## config.mk

```make
export PLATFORM = sky130hd
export DESIGN_NAME = odc_decoder
export DESIGN_NICKNAME = d
export VERILOG_FILES = /design/src/pkg/odc_pkg.sv /design/src/rtl/odc_sync.sv /design/src/rtl/odc_decoder.sv
export SDC_FILE = /design/constraint.sdc
export NUM_CORES = 1
export LEC_CHECK = 0
export BUFFER_PORTS_ARGS = -buffer_cell sky130_fd_sc_hd__buf_4
export CORE_UTILIZATION = 45
export DETAILED_ROUTE_END_ITERATION = 10
export PLACE_DENSITY_LB_ADDON = 0.08
export SYNTH_ARGS = -nofsm -noshare
export SYNTH_HDL_FRONTEND = slang
export SYNTH_SLANG_ARGS = --single-unit
```

## constraint.sdc

```tcl
create_clock -name pclk -period 2.9 [get_ports pclk]
set_input_delay 0.58 -clock pclk [delete_from_list [all_inputs] [get_ports pclk]]
set_output_delay 0.58 -clock pclk [all_outputs]
set_load 0.05 [all_outputs]
```

## src/pkg/odc_pkg.sv

```systemverilog
package odc_pkg;

   // Frame layout
   localparam int FRAME_BITS = 16;
   localparam int CMD_MSB = 15;
   localparam int CMD_LSB = 12;
   localparam int CODE_MSB = 11;
   localparam int CODE_LSB = 2;
   localparam int CH_MSB = 14;
   localparam int CH_LSB = 12;
   localparam int NUM_CH = 8;
   localparam int CODE_W = 10;
   localparam int CNT_W = 6;

   // Edge counts within a frame
   localparam logic [5:0] EDGE_LOW_LAST = 6'h0E;
   localparam logic [5:0] EDGE_MARK = 6'h0F;
   localparam logic [5:0] EDGE_MIN_EXEC = 6'h0F;
   localparam logic [5:0] EDGE_SAT = 6'h3F;

   // Command nibble codes
   localparam logic [3:0] CMD_MODE_REG = 4'h8;
   localparam logic [3:0] CMD_MODE_IMM = 4'h9;
   localparam logic [3:0] CMD_UPD_SEL = 4'hA;
   localparam logic [3:0] CMD_CHA_WR = 4'hB;
   localparam logic [3:0] CMD_BCAST = 4'hC;
   localparam logic [3:0] CMD_PD_HIZ = 4'hD;
   localparam logic [3:0] CMD_PD_100K = 4'hE;
   localparam logic [3:0] CMD_PD_2K5 = 4'hF;

   // Output termination: TERM_ON while active, the rest while powered down
   localparam logic [1:0] TERM_ON = 2'h0;
   localparam logic [1:0] TERM_HIZ = 2'h1;
   localparam logic [1:0] TERM_100K = 2'h2;
   localparam logic [1:0] TERM_2K5 = 2'h3;

   // APB register map (byte addresses)
   localparam logic [7:0] ADDR_CTRL = 8'h00;
   localparam logic [7:0] ADDR_STATUS = 8'h04;
   localparam logic [7:0] ADDR_LAST_CMD = 8'h08;
   localparam logic [7:0] ADDR_FRAMES = 8'h0C;
   localparam logic [7:0] ADDR_CH_BASE = 8'h20;
   localparam logic [7:0] ADDR_CH_LAST = 8'h3C;

   // Field positions
   localparam int CTRL_EN_BIT = 0;
   localparam int STAT_MODE_BIT = 0;
   localparam int STAT_BUSY_BIT = 1;
   localparam int STAT_PD_LSB = 8;
   localparam int CHR_OUT_LSB = 16;
   localparam int CHR_TERM_LSB = 28;

   // Reset values
   localparam logic CTRL_EN_RST = 1'b1;
   localparam logic [31:0] RDATA_ZERO = 32'h0000_0000;

   typedef enum logic [0:0] {
      ODC_MODE_REG = 1'b0,
      ODC_MODE_IMM = 1'b1
   } odc_mode_t;

   typedef enum logic [0:0] {
      ODC_FR_IDLE = 1'b0,
      ODC_FR_SHIFT = 1'b1
   } odc_frame_t;

   // Synchronised link pins
   typedef struct packed {
      logic sclk;
      logic sel_n;
      logic din;
   } odc_link_t;

   // Whole state of the decoder
   typedef struct packed {
      odc_frame_t fr;
      odc_mode_t mode;
      logic [CNT_W-1:0] cnt;
      logic [FRAME_BITS-1:0] sr;
      logic sclk_d;
      logic sel_n_d;
      logic dout;
      logic [NUM_CH-1:0][CODE_W-1:0] data;
      logic [NUM_CH-1:0][CODE_W-1:0] out;
      logic [NUM_CH-1:0] pd;
      logic [NUM_CH-1:0][1:0] term;
      logic en;
      logic [FRAME_BITS-1:0] last_cmd;
      logic [15:0] frames;
      logic pready;
      logic pslverr;
      logic [31:0] prdata;
   } odc_state_t;

endpackage : odc_pkg

```

## src/rtl/odc_sync.sv

```systemverilog
`timescale 1ns/100ps

// Two-stage synchroniser for pins from outside the pclk domain
module odc_sync #(
   parameter int WIDTH = 3
) (
   input wire logic pclk,
   input wire logic presetn,
   input wire logic [WIDTH-1:0] async_in,
   output logic [WIDTH-1:0] sync_out
);

   typedef struct packed {
      logic [WIDTH-1:0] meta;
      logic [WIDTH-1:0] stable;
   } odc_sync_state_t;

   odc_sync_state_t st_ff;
   odc_sync_state_t nxt_st;

   // First stage feeds only the second stage
   always_comb
   begin
      nxt_st.meta = async_in;
      nxt_st.stable = st_ff.meta;
   end

   // Both stages reset to zero, then follow the pins two cycles late
   always_ff @(posedge pclk or negedge presetn)
   begin
      if (!presetn)
      begin
         st_ff <= '0;
      end
      else
      begin
         st_ff <= nxt_st;
      end
   end

   assign sync_out = st_ff.stable;

endmodule : odc_sync

```

## src/rtl/odc_decoder.sv

```systemverilog
// Local design decisions: the APB interface to the registers and the placing of the registers.
`timescale 1ns/100ps

module odc_decoder (
   input wire logic pclk,
   input wire logic presetn,
   input wire logic psel,
   input wire logic penable,
   input wire logic pwrite,
   input wire logic [7:0] paddr,
   input wire logic [31:0] pwdata,
   output logic [31:0] prdata,
   output logic pready,
   output logic pslverr,
   input wire logic serial_shift_clock,
   input wire logic frame_select_n,
   input wire logic serial_in,
   output logic serial_through_out,
   output logic [odc_pkg::NUM_CH-1:0][odc_pkg::CODE_W-1:0] chan_out,
   output logic [odc_pkg::NUM_CH-1:0] chan_pd,
   output logic [odc_pkg::NUM_CH-1:0][1:0] chan_term,
   output logic update_mode
);

   odc_pkg::odc_state_t st_ff;
   odc_pkg::odc_state_t nxt_st;
   odc_pkg::odc_link_t link_async;
   odc_pkg::odc_link_t link;

   // Link pins cross into pclk through two flops each
   assign link_async = '{sclk: serial_shift_clock, sel_n: frame_select_n, din: serial_in};

   odc_sync #(
      .WIDTH(3)
   ) u_sync (
      .pclk(pclk),
      .presetn(presetn),
      .async_in(link_async),
      .sync_out(link)
   );

   // Edge detection on the synchronised pins only
   logic sclk_fall;
   logic sel_fall;
   logic sel_rise;
   logic [odc_pkg::CNT_W-1:0] cnt_next;
   logic [3:0] cmd;
   logic [odc_pkg::CODE_W-1:0] code;
   logic [2:0] chan_idx;
   logic [7:0] mask;
   logic exec_ok;
   logic apb_access;
   logic apb_done;
   logic [2:0] reg_ch;
   logic reg_is_ch;

   assign sclk_fall = st_ff.sclk_d & ~link.sclk;
   assign sel_fall = st_ff.sel_n_d & ~link.sel_n;
   assign sel_rise = ~st_ff.sel_n_d & link.sel_n;
   assign cnt_next = (st_ff.cnt == odc_pkg::EDGE_SAT) ? st_ff.cnt : st_ff.cnt + 6'h01;

   // Fields of the held frame
   assign cmd = st_ff.sr[odc_pkg::CMD_MSB:odc_pkg::CMD_LSB];
   assign code = st_ff.sr[odc_pkg::CODE_MSB:odc_pkg::CODE_LSB];
   assign chan_idx = st_ff.sr[odc_pkg::CH_MSB:odc_pkg::CH_LSB];
   assign mask = st_ff.sr[7:0];
   // A frame that saw fewer than fifteen falling edges is dropped
   assign exec_ok = st_ff.en && (st_ff.fr == odc_pkg::ODC_FR_SHIFT) &&
                    (st_ff.cnt >= odc_pkg::EDGE_MIN_EXEC);

   // APB: access phase lasts two cycles, pready rises in the second
   assign apb_access = psel & penable;
   assign apb_done = apb_access & st_ff.pready;
   assign reg_is_ch = (paddr >= odc_pkg::ADDR_CH_BASE) && (paddr <= odc_pkg::ADDR_CH_LAST) &&
                      (paddr[1:0] == 2'h0);
   assign reg_ch = paddr[4:2];

   // Next-state logic for link, channels and register bus
   always_comb
   begin
      nxt_st = st_ff;
      nxt_st.sclk_d = link.sclk;
      nxt_st.sel_n_d = link.sel_n;

      // Frame sequencing
      case (st_ff.fr)
         odc_pkg::ODC_FR_IDLE:
         begin
            if (sel_fall)
            begin
               nxt_st.fr = odc_pkg::ODC_FR_SHIFT;
               nxt_st.cnt = '0;
               nxt_st.sr = '0;
               nxt_st.dout = 1'b0;
            end
         end
         odc_pkg::ODC_FR_SHIFT:
         begin
            if (sel_rise)
            begin
               nxt_st.fr = odc_pkg::ODC_FR_IDLE;
               nxt_st.cnt = '0;
               nxt_st.dout = 1'b0;
            end
            else if (sclk_fall)
            begin
               nxt_st.sr = {st_ff.sr[odc_pkg::FRAME_BITS-2:0], link.din};
               nxt_st.cnt = cnt_next;
               // Through path lags the input by fifteen edges
               if (cnt_next <= odc_pkg::EDGE_LOW_LAST)
               begin
                  nxt_st.dout = 1'b0;
               end
               else if (cnt_next == odc_pkg::EDGE_MARK)
               begin
                  nxt_st.dout = 1'b1;
               end
               else
               begin
                  nxt_st.dout = st_ff.sr[odc_pkg::FRAME_BITS-2];
               end
            end
         end
         default:
         begin
            nxt_st.fr = odc_pkg::ODC_FR_IDLE;
         end
      endcase

      // Execute on the frame-select rising edge so a whole chain acts at once
      if (sel_rise && exec_ok)
      begin
         nxt_st.last_cmd = st_ff.sr;
         nxt_st.frames = st_ff.frames + 16'h0001;
         if (!st_ff.sr[odc_pkg::CMD_MSB])
         begin
            nxt_st.data[chan_idx] = code;
            if (st_ff.mode == odc_pkg::ODC_MODE_IMM)
            begin
               nxt_st.out[chan_idx] = code;
               nxt_st.pd[chan_idx] = 1'b0;
               nxt_st.term[chan_idx] = odc_pkg::TERM_ON;
            end
         end
         else
         begin
            // Special commands other than the two mode commands leave the mode untouched
            case (cmd)
               odc_pkg::CMD_MODE_REG:
               begin
                  nxt_st.mode = odc_pkg::ODC_MODE_REG;
               end
               odc_pkg::CMD_MODE_IMM:
               begin
                  nxt_st.mode = odc_pkg::ODC_MODE_IMM;
               end
               odc_pkg::CMD_UPD_SEL:
               begin
                  for (int i = 0; i < odc_pkg::NUM_CH; i++)
                  begin
                     if (mask[i])
                     begin
                        nxt_st.out[i] = st_ff.data[i];
                        nxt_st.pd[i] = 1'b0;
                        nxt_st.term[i] = odc_pkg::TERM_ON;
                     end
                  end
               end
               odc_pkg::CMD_CHA_WR:
               begin
                  for (int i = 1; i < odc_pkg::NUM_CH; i++)
                  begin
                     nxt_st.out[i] = st_ff.data[i];
                  end
                  nxt_st.data[0] = code;
                  nxt_st.out[0] = code;
                  nxt_st.pd = '0;
                  nxt_st.term = '0;
               end
               odc_pkg::CMD_BCAST:
               begin
                  for (int i = 0; i < odc_pkg::NUM_CH; i++)
                  begin
                     nxt_st.data[i] = code;
                     nxt_st.out[i] = code;
                  end
                  nxt_st.pd = '0;
                  nxt_st.term = '0;
               end
               odc_pkg::CMD_PD_HIZ, odc_pkg::CMD_PD_100K, odc_pkg::CMD_PD_2K5:
               begin
                  // Data registers survive power-down untouched
                  for (int i = 0; i < odc_pkg::NUM_CH; i++)
                  begin
                     if (mask[i])
                     begin
                        nxt_st.pd[i] = 1'b1;
                        nxt_st.term[i] = cmd[1:0];
                     end
                  end
               end
               default:
               begin
                  nxt_st.mode = st_ff.mode;
               end
            endcase
         end
      end

      // Register bus: pready one cycle into the access phase
      nxt_st.pready = apb_access & ~st_ff.pready;
      nxt_st.pslverr = 1'b0;
      nxt_st.prdata = odc_pkg::RDATA_ZERO;
      if (apb_access && !st_ff.pready)
      begin
         if (paddr == odc_pkg::ADDR_CTRL)
         begin
            nxt_st.prdata[odc_pkg::CTRL_EN_BIT] = st_ff.en;
         end
         else if (paddr == odc_pkg::ADDR_STATUS)
         begin
            nxt_st.prdata[odc_pkg::STAT_MODE_BIT] = st_ff.mode;
            nxt_st.prdata[odc_pkg::STAT_BUSY_BIT] = st_ff.fr;
            nxt_st.prdata[odc_pkg::STAT_PD_LSB +: odc_pkg::NUM_CH] = st_ff.pd;
         end
         else if (paddr == odc_pkg::ADDR_LAST_CMD)
         begin
            nxt_st.prdata[odc_pkg::FRAME_BITS-1:0] = st_ff.last_cmd;
         end
         else if (paddr == odc_pkg::ADDR_FRAMES)
         begin
            nxt_st.prdata[15:0] = st_ff.frames;
         end
         else if (reg_is_ch)
         begin
            nxt_st.prdata[odc_pkg::CODE_W-1:0] = st_ff.data[reg_ch];
            nxt_st.prdata[odc_pkg::CHR_OUT_LSB +: odc_pkg::CODE_W] = st_ff.out[reg_ch];
            nxt_st.prdata[odc_pkg::CHR_TERM_LSB +: 2] = st_ff.term[reg_ch];
         end
         else
         begin
            nxt_st.pslverr = 1'b1; // Unmapped address
         end
         // Only the control register is writable
         if (pwrite && (paddr != odc_pkg::ADDR_CTRL))
         begin
            nxt_st.pslverr = 1'b1;
         end
      end

      // Writes land on the completing edge only
      if (apb_done && pwrite && (paddr == odc_pkg::ADDR_CTRL))
      begin
         nxt_st.en = pwdata[odc_pkg::CTRL_EN_BIT];
      end
   end

   // Reset clears channels to zero and selects register-only mode
   always_ff @(posedge pclk or negedge presetn)
   begin
      if (!presetn)
      begin
         st_ff.fr <= odc_pkg::ODC_FR_IDLE;
         st_ff.mode <= odc_pkg::ODC_MODE_REG;
         st_ff.cnt <= '0;
         st_ff.sr <= '0;
         st_ff.sclk_d <= 1'b0;
         st_ff.sel_n_d <= 1'b0; // Matches synchroniser reset, so release is no frame start
         st_ff.dout <= 1'b0;
         st_ff.data <= '0;
         st_ff.out <= '0;
         st_ff.pd <= '0;
         st_ff.term <= '0;
         st_ff.en <= odc_pkg::CTRL_EN_RST;
         st_ff.last_cmd <= '0;
         st_ff.frames <= '0;
         st_ff.pready <= 1'b0;
         st_ff.pslverr <= 1'b0;
         st_ff.prdata <= odc_pkg::RDATA_ZERO;
      end
      else
      begin
         st_ff <= nxt_st;
      end
   end

   // All outputs straight from state flops
   assign prdata = st_ff.prdata;
   assign pready = st_ff.pready;
   assign pslverr = st_ff.pslverr;
   assign serial_through_out = st_ff.dout;
   assign chan_out = st_ff.out;
   assign chan_pd = st_ff.pd;
   assign chan_term = st_ff.term;
   assign update_mode = st_ff.mode;

endmodule : odc_decoder

```

# Word-level counts from Yosys, hierarchy flattened
# Index checks and enable logic that the tools add are counted.
[word_totals]
rom_bits = 0
input_bits = 48
latch_bits = 0
ram_bits = 0
ff_bits = 280
wordCells = 250
mem_count = 0
out_inout_bits = 140
[op_classes]
n_div = 0
n_reduce_logical = 39
order_cmp = 7
bitwise_logic = 15
mul = 0
n_shift = 0
n_eq_ne = 37
add_sub_neg = 2
mux = 103
[ops]
columns = ["op", "n"]
rows = [
  ["one-hot mux 80 bit (3 select lines)", 1],
  ["two-way mux 184 bit", 1],
  ["two-way mux 10 bit", 18],
  ["bitwise mux 80 bit", 2],
  ["two-way mux 104 bit", 1],
  ["one-hot mux 24 bit (3 select lines)", 1],
  ["two-way mux 70 bit", 1],
  ["binary-select mux 10 bit (select 3 bit)", 2],
  ["two-way mux 2 bit", 25],
  ["inequality test 3 bit, second input constant", 16],
  ["two-way mux 22 bit", 2],
  ["one-hot mux 22 bit (2 select lines)", 1],
  ["AND reduction 5 bit", 8],
  ["== test 4 bit, second input constant", 8],
  ["two-way mux 1 bit", 32],
  ["two-way mux 16 bit", 2],
  ["AND reduction 4 bit", 8],
  ["demux 10 bit (select 3 bit)", 1],
  ["two-way mux 26 bit", 1],
  ["two-way mux 25 bit", 1],
  ["two-way mux 6 bit", 4],
  ["adder 16 x 1 -> 16 bit, second input constant", 1],
  ["AND 16 bit", 1],
  ["== test 8 x 4 -> 1 bit, second input constant", 2],
  ["other kinds (35)", 63],
]

# Logic depth before layout (Yosys ltp)
# Gate-level depths: netlist (run 1).
[depth]
depth_word = 10
mapped_depth = 8
depth_no_buf = 6

# Cells and area by module
# A second synthesis (run 1) with hierarchy kept.
[hier_totals]
hier_cells = 1312
hier_area_um2 = 14712.9
[by_module_without_submodules]
columns = ["module", "cells_per_inst", "n_inst", "area_per_inst_um2", "seq_area_each_um2"]
rows = [
  ["odc_decoder", 1306, 1, 14562.7, 6857.8],
  ["odc_sync", 6, 1, 150.1, 150.1],
]

# Least setup slack after synthesis (run 1)
# OpenSTA, ideal clock, no wires.
[synth_path]
kind = "input to register"
start = "input port paddr[1]"
end = "register st_ff[66] (netlist name)"
required_ns = 2.818
setup_time_ns = 0.082
path_buffers = 1
path_stages = 5
slack_ns = 0.693
t_arrival_ns = 2.125
cell_sequence = "or4_4 or3_1 buf_6 nor4_2 mux2_2"
[synth_via]
elab_chain_len = 2
[synth_rtl]
columns = ["item", "line", "text"]
rows = [
  ["start, declared", "odc_decoder.sv:10", "input wire logic [7:0] paddr,"],
  ["zero test 8 bit", "odc_decoder.sv:252", "if (apb_done && pwrite && (paddr == odc_pkg::ADDR_CTRL))"],
  ["logical AND 1 bit", "odc_decoder.sv:252", ""],
  ["end signal, assigned", "odc_decoder.sv:283", "st_ff <= nxt_st;"],
  ["end, declared", "odc_decoder.sv:25", "odc_pkg::odc_state_t st_ff;"],
]
# Every way passes these cells.
# A chain may end at the register's enable or synchronous reset.

# Final worst setup path (run 1)
[layout_path]
start = "register st_ff (netlist bit cmd[3])"
end = "register st_ff (netlist bit chan_term[15])"
[layout_via]
elab_chain_len = 4
word_cells_on_any_way = 15
classes_between = "9 x eq/ne; 2 x mux; 4 x reduce/logical"
[layout_rtl]
columns = ["item", "line", "text"]
rows = [
  ["== test 4 bit", "odc_decoder.sv:148", "case (cmd)"],
  ["OR reduction 3 bit or OR reduction 2 bit (tied branches)", "n/a", ""],
  ["inequality test 4 x 2 -> 1 bit (no source line) (tied with other cells)", "n/a", ""],
  ["AND reduction 5 bit (no source line) or two-way mux 184 bit (tied branches)", "n/a", ""],
]
# Parallel ways exist; a longest one is shown, timed or not.

==> results of run 1 <==
[final timing paths]
check	from	slack [ps]	to
worst max-delay path	cmd[3]	350	chan_term[15]
worst min-delay path	presetn	20	prdata[29]
worst max register to register	cmd[3]	350	chan_term[15]
worst min register to register	u_sync.nxt_st[2]	350	u_sync.sync_out[2]
max in group asynchronous	presetn	2060	st_ff[246]
min in group pclk	serial_shift_clock	120	u_sync.nxt_st[2]
[through the flow]
stage	setup slack [ps]	std cells	utilization [%]	hold slack, ps	cell area (um^2)
floorplan	693	1403	-	284	14800
global placement	346	1820	48.7	332	15600
detailed placement	326	1820	48.7	335	15600
CTS	415	1877	52.0	41.8	16600
global route	247	1877	52.0	57.0	16600
finish	355	1877	52.0	19.6	16600
[layout by cell type, fill, tap and decap left out, drive strengths merged, types with 5 or more instances in the layout]
cell     Yosys  final
dfrtp      279    279
buf        182    219
nand2      152    152
mux2       108    108
a21oi      103    103
nor2        94     94
o21ai       74     74
a22oi       69     69
mux2i       46     46
clkbuf      55     41
mux4        32     32
nand3       19     19
xnor2       16     16
a22o        15     15
nor3        13     13
inv         11     12
clkinv       2     12
or3          9      9
and3         9      9
and2         8      8
nor2b        8      8
nand4        7      7
o211ai       6      6
nand2b       5      5
o21a         5      5
o2111ai      5      5
[flip-flops by register name, summed over array words and instances (netlist names)]
name and cells:
pready 1, chan_out 80, chan_idx 3, st_ff 122, u_sync.sync_out 3, chan_term 16
code 10, cmd 1, update_mode 1, serial_through_out 1, pslverr 1, mask 2
chan_pd 8, prdata 28, u_sync.nxt_st 3
[final cells by class]
type / instances / area [um^2]
clock buffers: 41 / 853
fillers: 2938 / 15300
flip-flops and latches: 280 / 7010
inverters: 13 / 48.8
well taps: 435 / 544
clock inverters: 16 / 194
multi-input cells: 873 / 6260
repair buffers: 219 / 1710
[worst max-delay path, delay by kind of cell (launching register included)]
kind / cells / cell delay [ps]
and+or+nand+nor: 2 / 620
DFF: 1 / 720
AOI/OAI and AO/OA: 2 / 500
buffers and inverters: 2 / 580
[cell families after synthesis]
group           count (synthesis)  share of synthesized area [%]
simple gates                  340                           10.7
mux                           186                           16.2
flops                         280                           47.4
buf+inv                       250                           10.5
compound gates                323                           13.9
fa+ha+maj                       2                          0.169
other cells                     1                         0.0254
xor+xnor                       18                           1.07
[layer usage]
metal | vias to the layer above | global-route usage [%] | routed length [um]
met5 | - | 0 | 0
met1 | 5410 | 37.6 | 19400
met4 | 0 | 5.07 | 801
met2 | 327 | 40.7 | 19800
li1 | 4884 | - | -
met3 | 48 | 2.50 | 2030
[report_power, final]
part	total (mW)	switching, mW	internal, mW
Combinational	0.387	0.274	0.113
Clock	4.05	1.63	2.42
Sequential	3.97	0.0422	3.93
[synthesized netlist by cell type, types with 10 or more instances]
master / instances
dfrtp_1: 279
nand2_1: 149
buf_4: 145
a21oi_1: 102
mux2_2: 97
nor2_1: 92
o21ai_0: 71
a22oi_1: 69
clkbuf_1: 55
mux2i_1: 46
mux4_2: 32
buf_2: 27
nand3_1: 19
xnor2_1: 16
a22o_1: 15
mux2_1: 11
inv_1: 10
==> results.toml, run 1 <==
[status]
status = "complete, no violations"

[logic_synthesis]
synth_area_mm2 = 0.0148
ys_ff_latch = 280
synthArstFlopShare_pct = 100
ys_seq_area_share_pct = 47.4
syn-instance-count = 1400
synth_edf_count = 0
synth-warning-count = 0
synth.avg_cell_area_um2 = 10.6
synth_top_area_share_pct = 47.2
synth.area.top_cells = "dfrtp_1 (47%), mux2_2 (7.4%), buf_4 (7.4%)"
synth.distinct_cells = 74
synth_flop_cell = "dfrtp_1"
yosysTopAreaCell = "dfrtp_1"

[worst_setup_path]
crit_chain = "inv_1 -> buf_4 -> nor2_1 -> a21oi_1 -> and3_1 -> a311o_1"
slowest_stage = "dfrtp_1"
crit_fanout = 16
arrival_ps = 2980
critPathKind = "flip-flop to flip-flop"
cp-start-kind = "flip-flop"
crit_required_ps = 3340
slowest_delay_ps = 720
critPathCaptureType = "flip-flop"
r2r_cells = 6

[clock_network]
post_cts_resized = 0
clk_latency_ps = 570
root_buffer = "clkbuf_16"
numCtsBuffers = 31
ctsHoldBuffers = 0
cts_tree = "built"
cts_max_level = 1
clk_pin_slew_ps = 60
post_cts_buffers = 0
cts_sinks = 280
cts_buffer_depth = 3

[detailed_routing]
vias_per_cell = 5.68
first_iter_violations = 746
drc = 0
ant_nets = 0
routed_wl_mm = 42.0
drt_pass1_iterations = 5
wl_per_cell_um = 22.4
vias = 10669

[sta]
setup_viol = 0
rsz0062_at_grt = "no"
tightest_slew_ps = 1040
drv_slew = 0
hold_viol = 0
skew_ps = 15.4
fin_crit_ps = 2550
period_share_pct = 87.8
fmax_ghz = 0.393
slew_headroom_pct = 30.5
setup_tns_ps = 0

[global_route]
grt_usage_pct = 25.4
grt_pass1_vias = 10440
grt_start_max_net_pins = 79
grt-ovfl-total = 0
antenna_found_initial = 1
grt_pass1_wl_mm = 64.6

[floorplanning]
start_util_pct = 46.2
die_w_um = 183
rows = 65
die_h_um = 183
core_mm2 = 0.0320
fp.dieArea_mm2 = 0.0336
io_pins = 188

[flow_run]
maxCapViolations = 0

[cells_and_area]
fin_nets = 1468
drive_gt1_share_pct = 29.9
synthToLayoutAreaGrowth_pct = 12.5
diodes = 0

[power]
total_power_mw = 8.41
irDropWorstVdd_mv = 0.420
p_leak_nw = 7.78
power_per_cell_area_mw_per_mm2 = 506

[placed_design]
dp_hpwl_mm = 29.1
port_buffers = 152
place.gp.congestion = 0.831

[min_path]
hold_path.class = "input pin to async pin"
Note: power is estimated with default switching activity, not from simulation.
==> run 2, diff against run 1 <==
--- a/config.mk
+++ b/config.mk
@@ -6,9 +6,12 @@
 export NUM_CORES = 1
 export LEC_CHECK = 0
 export BUFFER_PORTS_ARGS = -buffer_cell sky130_fd_sc_hd__buf_4
+export CORE_MARGIN = 2
 export CORE_UTILIZATION = 45
+export CTS_CLUSTER_SIZE = 16
 export DETAILED_ROUTE_END_ITERATION = 10
 export PLACE_DENSITY_LB_ADDON = 0.08
 export SYNTH_ARGS = -nofsm -noshare
 export SYNTH_HDL_FRONTEND = slang
+export SYNTH_HIERARCHICAL = 1
 export SYNTH_SLANG_ARGS = --single-unit
==> run 2 against run 1 <==
Compared with the run above: first-iteration DRC count is 0.54% higher; power is 2.3% lower; hold slack worse by 9.4 ps; critical path depth stayed put; clock power is 4% lower; via count is 4.8% lower; die area is 1.8% higher; flip-flop and latch count stayed put; area after synthesis is 0.43% lower; sequential power hardly changed; maximum frequency is 2.5% lower; sequential share of layout area is 0.15 points higher; critical endpoint is now chan_out[30]; largest power group is now sequential cells; highest routed layer unchanged.
==> results.toml, run 2 <==
[sta]
fmax_ghz = 0.383
setup_viol = 0
period_share_pct = 90.0
fin_crit_ps = 2610
skew_ps = 10.7
slew_headroom_pct = 29.7
drv_slew = 0
tightest_slew_ps = 1050
setup_tns_ps = 0
hold_viol = 0
hold-worst-slack_ps = 10.3
rsz0062_at_grt = "no"

[clock_network]
post_cts_buffers = 0
numCtsBuffers = 31
cts_sinks = 280
cts_buffer_depth = 3
cts_tree = "built"
cts_max_level = 1
ctsHoldBuffers = 0
clk_latency_ps = 550
root_buffer = "clkbuf_16"
post_cts_resized = 0
clk_pin_slew_ps = 60

[worst_setup_path]
rr_startpoint = "st_ff[270]"
r2r_cells = 6
reg2reg_to = "chan_out[30]"
arrival_ps = 3090
critPathKind = "flip-flop to flip-flop"
r2r_slack_ps = 290
cp-startpoint = "st_ff[270]"
crit_end = "chan_out[30]"
cp-start-kind = "flip-flop"
critPathCaptureType = "flip-flop"
crit_fanout = 21
crit_required_ps = 3380

[floorplanning]
die_w_um = 185
io_pins = 188
start_util_pct = 45.5
core_mm2 = 0.0324
rows = 66
die_h_um = 185
fp.dieArea_mm2 = 0.0342

[logic_synthesis]
synth.area.top_cells = "dfrtp_1 (47%), mux2_2 (11%), buf_4 (7.0%)"
synth_commonest_cells = "dfrtp_1 (279), mux2_2 (138), buf_4 (137)"
synthArstFlopShare_pct = 100
synth_area_mm2 = 0.0147
synth_edf_count = 0
ys_ff_latch = 280
ys_seq_area_share_pct = 47.6
syn-instance-count = 1312
synth_top_area_share_pct = 47.5
synth.distinct_cells = 73
synth.avg_cell_area_um2 = 11.2
synth-warning-count = 6
synth.most_common_cell = "dfrtp_1"
yosysTopAreaCell = "dfrtp_1"
synth_flop_cell = "dfrtp_1"

[cells_and_area]
diodes = 0
fin_nets = 1370
mostFrequentLayoutCell = "dfrtp_1"
postLayoutCoreUtil_pct = 51.2
synthToLayoutAreaGrowth_pct = 12.6
max_flop_register = "st_ff"
fillerInstances = 2992
most-common-layout-cells = "dfrtp_1 (279), buf_4 (203), mux2_2 (138)"
drive_gt1_share_pct = 34.6
largest_reg_flops = 122

[global_route]
antenna_found_initial = 0
grt_pass1_vias = 10089
grt_usage_pct = 24.7
grt_pass1_wl_mm = 63.5
grt-ovfl-total = 0
grt_start_max_net_pins = 81

[detailed_routing]
drt_pass1_iterations = 5
wl_per_cell_um = 23.2
first_iter_violations = 750
ant_nets = 0
routed_wl_mm = 41.4
vias_per_cell = 5.70
vias = 10158
drc = 0

[flow_run]
maxCapViolations = 0

[power]
power_frac_comb_pct = 4.6
internal-power_mw = 6.34
p_leak_nw = 7.60
pwr-share-clk_pct = 47.0
total_power_mw = 8.22
power_switching_mw = 1.88
irDropWorstVdd_mv = 0.475
swShare_pct = 22.9
power.share.sequential_pct = 48.4
power_per_cell_area_mw_per_mm2 = 496

[min_path]
hold_path.class = "input pin to async pin"

[status]
status = "complete, no violations"

[placed_design]
port_buffers = 152
dp_hpwl_mm = 27.8
place.gp.congestion = 0.825
[run 2: layer usage]
| metal | share of wire [%] | wire length, um | global-route usage [%] |
|---|---|---|---|
| met4 | 2.5 | 1040 | 6.06 |
| met1 | 46 | 19200 | 36.8 |
| met2 | 46 | 18900 | 37.6 |
| met5 | 0 | 0 | 0 |
| met3 | 5.4 | 2230 | 4.36 |
[run 2: cell type report]
type | instances | area, um^2 | share of cell area (%)
inverters | 5 | 18.8 | 0.113
flip-flops and latches | 280 | 7010 | 42.3
multi-input cells | 788 | 6260 | 37.8
clock buffers | 50 | 947 | 5.72
well taps | 442 | 553 | 3.34
clock inverters | 4 | 45.0 | 0.272
repair buffers | 214 | 1740 | 10.5
[run 2: how the worst min path moves through the flow]
stage,startpoint,to,slack (ps),cells after the start
3_3_place_gp,u_sync/nxt_st[2],u_sync/sync_out[2],330,0
4_1_cts,presetn,prdata[10],40,1
6_report,presetn,prdata[13],10,1
2_1_floorplan,presetn,chan_idx[0],280,0
5_1_grt,presetn,prdata[10],50,1
3_5_place_dp,u_sync/nxt_st[0],u_sync/sync_out[0],330,0
[run 2: stage by stage]
step	instances	worst slack [ps]	instance area (um^2)
global placement	1729	239	15600
CTS	1783	311	16600
floorplan	1315	511	14700
global route	1783	114	16600
detailed placement	1729	240	15600
finish	1783	290	16600
[run 2: power by group through the flow]
stage                     logic, mW  clock network [mW]  registers, mW
after floorplan               0.194                   0           4.03
final                         0.374                3.87           3.98
after detailed placement      0.382                   0           4.05
after global placement        0.379                   0           4.05
after CTS                     0.383                3.93           3.98
after global routing          0.417                4.11           3.98
[run 2: worst max-delay path: stages, from the launching register on]
cell     delay, ps
dfrtp_1        430
ha_1           330
a311o_1        250
and3_1         390
o21a_1         870
nor2_1         110
a21oi_1        150
[run 2: kinds of logic after synthesis]
family / share of synthesized area [%]
xor gates and xnor gates: 1.01
adders and majority gates: 0.170
DFF: 47.6
AOI/OAI and AO/OA: 13.1
and+or+nand+nor: 9.46
other: 0.0255
muxes: 18.6
buffers and inverters: 9.98
